[config.mk]
export PLATFORM = sky130hd
export DESIGN_NAME = ppc_regs
export DESIGN_NICKNAME = d
export VERILOG_FILES = /design/src/ppc_pkg.sv /design/src/ppc_regs.sv
export SDC_FILE = /design/constraint.sdc
export NUM_CORES = 1
export LEC_CHECK = 0
export BUFFER_PORTS_ARGS = -buffer_cell sky130_fd_sc_hd__buf_4
export CAP_MARGIN = 20
export CORE_MARGIN = 3
export CORE_UTILIZATION = 47
export DETAILED_ROUTE_END_ITERATION = 10
export PLACE_DENSITY = 0.89
export SLEW_MARGIN = 20
export SYNTH_ARGS = -nofsm -noshare
export SYNTH_HDL_FRONTEND = slang
export SYNTH_SLANG_ARGS = --single-unit
[constraint.sdc]
create_clock -name core_clk -period 2.01 [get_ports core_clk]
set_input_delay 0.201 -clock core_clk [delete_from_list [all_inputs] [get_ports core_clk]]
set_output_delay 0.201 -clock core_clk [all_outputs]
set_load 0.005 [all_outputs]
[src/ppc_pkg.sv]
package ppc_pkg;

    // ----------------------------------------
    // Register map
    // ----------------------------------------
    localparam logic [7:0] PIN_CTL_ADDR = 8'h18;
    localparam logic [7:0] PATH_CTL_ADDR = 8'h19;

    localparam logic [7:0] PIN_CTL_RST = 8'hC0;
    localparam logic [7:0] PATH_CTL_RST = 8'h20;

    // Fields of the pin function control register.
    localparam int PIN_CHARGE_CURRENT_SET_PIN_EN_BIT = 7;
    localparam int PIN_ILIM_EN_BIT = 6;
    localparam int PIN_PG_DIS_BIT = 5;
    localparam int PIN_STAT_DIS_BIT = 4;
    localparam int PIN_STAT4_FORCE_BIT = 3;
    localparam int PIN_STAT3_FORCE_BIT = 2;
    localparam int PIN_STATUS_OUT_TWO_FORCE_BIT = 1;
    localparam int PIN_STATUS_OUT_ONE_FORCE_BIT = 0;

    // Fields of the power path and reverse control register.
    localparam int PATH_REG_RESET_BIT = 7;
    localparam int PATH_LOAD_EN_BIT = 6;
    localparam int PATH_PFM_EN_BIT = 5;
    localparam int PATH_BATSW_OFF_BIT = 4;
    localparam int PATH_DRIVE_LOW_BIT = 3;
    localparam int PATH_DIODE_BIT = 2;
    localparam int PATH_AUTO_REV_BIT = 1;
    localparam int PATH_REV_BIT = 0;

    // Fields that each reset event returns to default.
    localparam logic [7:0] PIN_WDOG_MASK = 8'hC0;
    localparam logic [7:0] PATH_WDOG_MASK = 8'h4B;
    localparam logic [7:0] PATH_PLUG_MASK = 8'h11;

    // ----------------------------------------
    // Carriers
    // ----------------------------------------
    typedef struct packed {
        logic enableStatus4;
        logic powerGoodStatus3;
        logic statusTwo;
        logic statusOne;
    } ppc_od_t;

    typedef struct packed {
        logic [7:0] pinCtl;
        logic [7:0] pathCtl;
        logic [7:0] rdData;
        ppc_od_t pinPull;
        logic regResetPulse;
    } ppc_state_t;

endpackage

[src/ppc_regs.sv]
`timescale 1ns/100ps
module ppc_regs (
    input wire logic core_clk,
    input wire logic reset,
    input wire logic [7:0] regAddr,
    input wire logic [7:0] regWrData,
    input wire logic regWrEn,
    input wire logic regRdEn,
    output logic [7:0] regRdData,
    input wire logic watchdogExpired,
    input wire logic adapterPlugIn,
    input wire logic syncDetected,
    input wire logic chargeEnablePinDisable,
    input wire ppc_pkg::ppc_od_t functionPullLow,
    output ppc_pkg::ppc_od_t pinOut,
    output ppc_pkg::ppc_od_t pinOe,
    output logic registerResetPulse,
    output logic chargeCurrentPinEnable,
    output logic inputLimitPinEnable,
    output logic powerGoodPinDisable,
    output logic statusPinsDisable,
    output logic inputLoadEnable,
    output logic lightLoadPulseSkipEnable,
    output logic batterySwitchForceOff,
    output logic pathGateDriveLowSelect,
    output logic batterySwitchDiodeMode,
    output logic autoReverseEnable,
    output logic reverseModeEnable
);

    // ----------------------------------------
    // State
    // ----------------------------------------
    ppc_pkg::ppc_state_t state_ff;
    ppc_pkg::ppc_state_t nxt_state;

    logic pinWrite;
    logic pathWrite;
    logic [3:0] disableVec;
    logic [3:0] forceVec;
    logic [3:0] funcVec;
    logic [3:0] pullVec;

    assign pinWrite = regWrEn && (regAddr == ppc_pkg::PIN_CTL_ADDR);
    assign pathWrite = regWrEn && (regAddr == ppc_pkg::PATH_CTL_ADDR);

    // ----------------------------------------
    // Next state
    // ----------------------------------------
    always_comb begin
        nxt_state = state_ff;
        nxt_state.regResetPulse = 1'b0;

        // Reads return the contents before any write in the same cycle.
        if (regRdEn) begin
            unique case (regAddr)
                ppc_pkg::PIN_CTL_ADDR: begin
                    nxt_state.rdData = state_ff.pinCtl;
                end
                ppc_pkg::PATH_CTL_ADDR: begin
                    // The restore bit never holds a 1, so it reads as 0.
                    nxt_state.rdData = state_ff.pathCtl;
                end
                default: begin
                    nxt_state.rdData = 8'h00;
                end
            endcase
        end

        // Host writes to the pin register store every field as written, force bits included,
        // whatever the interlock state is; a watchdog expiry in the same cycle still resets bits 7:6.
        if (pinWrite) begin
            nxt_state.pinCtl = regWrData;
        end

        if (pathWrite) begin
            if (regWrData[ppc_pkg::PATH_REG_RESET_BIT]) begin
                // Restore wins over the rest of the written byte.
                nxt_state.pinCtl = ppc_pkg::PIN_CTL_RST;
                nxt_state.pathCtl = ppc_pkg::PATH_CTL_RST;
                nxt_state.regResetPulse = 1'b1;
            end else begin
                nxt_state.pathCtl = regWrData;
            end
        end

        // Watchdog expiry touches only the fields it owns; the force bits,
        // pin disables, diode mode and pulse mode are left alone.
        if (watchdogExpired) begin
            nxt_state.pinCtl = (nxt_state.pinCtl & ~ppc_pkg::PIN_WDOG_MASK)
                | (ppc_pkg::PIN_CTL_RST & ppc_pkg::PIN_WDOG_MASK);
            nxt_state.pathCtl = (nxt_state.pathCtl & ~ppc_pkg::PATH_WDOG_MASK)
                | (ppc_pkg::PATH_CTL_RST & ppc_pkg::PATH_WDOG_MASK);
        end

        // Adapter plug-in drops the battery switch override and reverse mode.
        if (adapterPlugIn) begin
            nxt_state.pathCtl = (nxt_state.pathCtl & ~ppc_pkg::PATH_PLUG_MASK)
                | (ppc_pkg::PATH_CTL_RST & ppc_pkg::PATH_PLUG_MASK);
        end

        // A valid sync clock clears pulse mode, but a host write of 1 in the
        // same cycle is the host forcing pulse mode and is kept.
        if (syncDetected) begin
            if (!(pathWrite && regWrData[ppc_pkg::PATH_PFM_EN_BIT])) begin
                nxt_state.pathCtl[ppc_pkg::PATH_PFM_EN_BIT] = 1'b0;
            end
        end

        // Pin drive is computed from the next register values so that it
        // changes in the same cycle as the controlling bits.
        nxt_state.pinPull = pullVec;
    end

    // ----------------------------------------
    // Open-drain pin selection
    // ----------------------------------------
    // Bit order matches ppc_od_t: status4, status3, status two, status one.
    assign disableVec = {
        chargeEnablePinDisable,
        nxt_state.pinCtl[ppc_pkg::PIN_PG_DIS_BIT],
        nxt_state.pinCtl[ppc_pkg::PIN_STAT_DIS_BIT],
        nxt_state.pinCtl[ppc_pkg::PIN_STAT_DIS_BIT]
    };

    assign forceVec = {
        nxt_state.pinCtl[ppc_pkg::PIN_STAT4_FORCE_BIT],
        nxt_state.pinCtl[ppc_pkg::PIN_STAT3_FORCE_BIT],
        nxt_state.pinCtl[ppc_pkg::PIN_STATUS_OUT_TWO_FORCE_BIT],
        nxt_state.pinCtl[ppc_pkg::PIN_STATUS_OUT_ONE_FORCE_BIT]
    };

    assign funcVec = functionPullLow;

    // A disabled pin follows its force bit; an enabled one follows its own
    // function, and a stored force bit waits there without effect.
    genvar gi;
    generate
        for (gi = 0; gi < 4; gi++) begin : g_pin
            assign pullVec[gi] = disableVec[gi] ? forceVec[gi] : funcVec[gi];
        end
    endgenerate

    // ----------------------------------------
    // Registers
    // ----------------------------------------
    always_ff @(posedge core_clk) begin
        if (reset) begin
            state_ff.pinCtl <= ppc_pkg::PIN_CTL_RST;
            state_ff.pathCtl <= ppc_pkg::PATH_CTL_RST;
            state_ff.rdData <= 8'h00;
            state_ff.pinPull <= 4'h0;
            state_ff.regResetPulse <= 1'b0;
        end else begin
            state_ff <= nxt_state;
        end
    end

    // ----------------------------------------
    // Outputs
    // ----------------------------------------
    assign regRdData = state_ff.rdData;
    assign registerResetPulse = state_ff.regResetPulse;

    // Open-drain pins only ever pull low; the enable carries the level.
    assign pinOut = 4'h0;
    assign pinOe = state_ff.pinPull;

    assign chargeCurrentPinEnable = state_ff.pinCtl[ppc_pkg::PIN_CHARGE_CURRENT_SET_PIN_EN_BIT];
    assign inputLimitPinEnable = state_ff.pinCtl[ppc_pkg::PIN_ILIM_EN_BIT];
    assign powerGoodPinDisable = state_ff.pinCtl[ppc_pkg::PIN_PG_DIS_BIT];
    assign statusPinsDisable = state_ff.pinCtl[ppc_pkg::PIN_STAT_DIS_BIT];

    assign inputLoadEnable = state_ff.pathCtl[ppc_pkg::PATH_LOAD_EN_BIT];
    assign lightLoadPulseSkipEnable = state_ff.pathCtl[ppc_pkg::PATH_PFM_EN_BIT];
    assign batterySwitchForceOff = state_ff.pathCtl[ppc_pkg::PATH_BATSW_OFF_BIT];
    assign pathGateDriveLowSelect = state_ff.pathCtl[ppc_pkg::PATH_DRIVE_LOW_BIT];
    assign batterySwitchDiodeMode = state_ff.pathCtl[ppc_pkg::PATH_DIODE_BIT];
    assign autoReverseEnable = state_ff.pathCtl[ppc_pkg::PATH_AUTO_REV_BIT];
    // Reverse mode ends when this bit clears: by host write, restore, watchdog expiry or adapter plug-in.
    assign reverseModeEnable = state_ff.pathCtl[ppc_pkg::PATH_REV_BIT];

endmodule

==> flow_metrics.tcl <==
set metrics [dict create \
    status "finished clean" \
    hold_class "in2reg" \
    io_pins 56 \
    fp.dieW_um 60.6 \
    drc 0 \
    cts_tree "done" \
    dieHeight_um 60.6 \
    yosysMostFrequentCell "dfxtp_1" \
    finClkSkew_ns 0.00179 \
    critPathRequiredTime_ns 2.24 \
    postCtsSetupRepairBufs 0 \
    ys_ff_latch 28 \
    cts_root_buffer "clkbuf_4" \
    crit_path_frequent_cell "buf_4" \
    setup_tns_ns 0 \
    nNetsFinal 220 \
    cap_violations 0 \
    drt-initial-drc-count 31 \
    fillCellCount 260 \
    holdPathEnd "batterySwitchForceOff" \
    grt_remaining_overflow 0 \
    synthesis.area_um2 1400 \
    synthTopCellsByArea "dfxtp_1 40%, buf_4 8.6%, a21oi_1 5.0%" \
    r2r_slack_ns 0.91 \
    critPathKind "in2reg" \
    clk_pin_slew_worst_paths_ns 0.13 \
    cts-resized-gates 0 \
    synth-seq-area-share 0.400 \
    critPathTopFamily "compound AO/OA/AOI/OAI gates" \
    synth_common_cells "28 x dfxtp_1, 16 x buf_4, 14 x a21oi_1" \
    synth.distinct_cells 38 \
    areaGrowthSynthToFinish_pct 22.1 \
    cts_buffers 3 \
    wl_um 3100 \
    p_leak_nw 0.732 \
    viasPerCell 5.38 \
    routabilityCongestion 0.887 \
    synth-edff-count 0 \
    drtAntennaViolNets 0 \
    hold_viol 0 \
    power.density_nw_per_um2 521 \
    drive_gt1_frac 0.400 \
    path_max_fanout 8 \
    cp_slowest_cell "nor4b_4" \
    arrival_ns 1.53 \
    min_from "adapterPlugIn" \
    vias 1189 \
    place_hpwl_um 2400 \
    period_minus_slack_ns 1.30 \
    h-tree-depth 1 \
    grt_max_degree 22 \
    holdBufCountCts 0 \
    antenna_cells 0 \
    rr_endpoint "pinOe[0]" \
    ir_worst_vdd_v 0.000348 \
    start_util 0.500 \
    rr_startpoint "statusPinsDisable" \
    path_buf_inv 2 \
    drv_slew 0 \
    power_uw 891 \
    rows 19 \
    crit_path_end_kind "flop" \
    clock.fmax_ghz 0.766 \
    grt_util_all_layers 0.180 \
    postSynthAreaPerCell_um2 9.16 \
    grt_pass1_vias 1117 \
    yosys_warnings 0 \
    synth_top_area_share 0.400 \
    path_cells "buf_4, nor4b_4, buf_4, nand3_1, o22a_2, a2111oi_2" \
    async_reset_ff_frac 0 \
    grt_pass1_wl_um 5030 \
    cp_slowest_stage_delay_ns 0.29 \
    whs_path_depth 2 \
    port_buffers 51 \
    antenna_found_initial 0 \
    reg2reg_depth 4 \
    rsz0062_at_grt "no" \
    die_area_um2 3670 \
    wl_per_cell_um 14.0 \
    first_pass_iters 4 \
    crit_path_start "regAddr[7]" \
    critPathLaunchType "primary input" \
    setup_viol 0 \
    synthCells 153 \
    clock_path_buffers 2 \
    ys.flop_type "dfxtp_1" \
    cts.sinks 28 \
    clock_latency_ns 0.32 \
    core_area_um2 2810 \
    timing.final.crit_share 0.649 \
    yosysTopAreaCell "dfxtp_1" \
]
==> state kept, by name (all words and copies together), names as in the netlist <==
signal and cells:
chargeCurrentPinEnable 1, pathGateDriveLowSelect 1, reverseModeEnable 1, statusPinsDisable 1
batterySwitchForceOff 1, batterySwitchDiodeMode 1, regRdData 8, state_ff 4
pinOe 4, powerGoodPinDisable 1, inputLimitPinEnable 1, inputLoadEnable 1
lightLoadPulseSkipEnable 1, autoReverseEnable 1, registerResetPulse 1
==> worst reg2reg max path, cell delays in order (launching register included) <==
cell and delay, ns:
dfxtp_1 0.35, inv_1 0.06, a31oi_1 0.30, a211oi_1 0.12, a211oi_2 0.20
==> worst max-delay path by stage <==
| stage | to | slack [ns] | cells past startpoint |
|---|---|---|---|
| 4_1_cts | pinOe[2] | 0.70 | 6 |
| 3_5_place_dp | pinOe[2] | 0.35 | 6 |
| 3_3_place_gp | pinOe[2] | 0.41 | 6 |
| 5_1_grt | pinOe[2] | 0.56 | 6 |
| 2_1_floorplan | inputLimitPinEnable | 0.52 | 5 |
| 6_report | pinOe[2] | 0.71 | 6 |
==> final cells by class <==
class                   count  area [µm²]  area share
clock buffers               3        22.5      0.0132
inverters                   6        22.5      0.0132
multi-input cells         100         668       0.391
flip-flops and latches     28         561       0.328
well taps                  31        38.8      0.0227
repair buffers             53         398       0.233
==> power breakdown <==
part           leakage [nW]  switching, mW  internal (mW)
combinational         0.492         0.0467         0.0592
sequential            0.227        0.00224          0.561
clock                0.0138          0.152         0.0703
==> routing by layer <==
metal,track usage,up-vias,part of all wire,wire length (µm)
met1,0.243,555,0.44,1360
met3,0.0447,2,0.071,220
met4,0.0372,0,0.0045,14
li1,-,588,-,-
met5,0,-,0,0
met2,0.295,44,0.49,1510
==> cell families after synthesis <==
group / after synthesis / share of synthesized area
AO/OA/AOI/OAI: 34 / 0.168
buffers and inverters: 28 / 0.131
flip-flops: 28 / 0.400
multiplexers: 9 / 0.0696
other: 1 / 0.00268
AND/OR/NAND/NOR: 53 / 0.229
==> stage by stage <==
step           area [µm²]  setup WS (ns)  utilization  instances  hold slack [ns]
3_5_place_dp         1690          0.350        0.602        218            0.375
4_1_cts              1710          0.702        0.610        221           0.0255
5_1_grt              1710          0.564        0.610        221           0.0111
6_report             1710          0.705        0.610        221           0.0264
3_3_place_gp         1690          0.409        0.602        218            0.377
2_1_floorplan        1410          0.523            -        156            0.274
==> cells in the final DEF (no fill, tap or decap), drive strengths merged <==
master and n:
nand3b 6, o32ai 1, nor4b 1, nand2 8
a21oi 14, o22a 1, nand4 1, inv 6
clkbuf 3, nand3 3, and3 2, nor3 2
a2111oi 1, a211oi 6, or3 1, conb 4
or2 2, nand2b 2, o21ai 3, nor3b 1
and4bb 1, and4b 1, a21o 1, mux2i 3
mux2 6, nor2 12, nor2b 7, and2 2
dfxtp 28, buf 53, a31oi 4, and2b 1
a22oi 3
No activity file was read; power rests on OpenSTA's default activity.
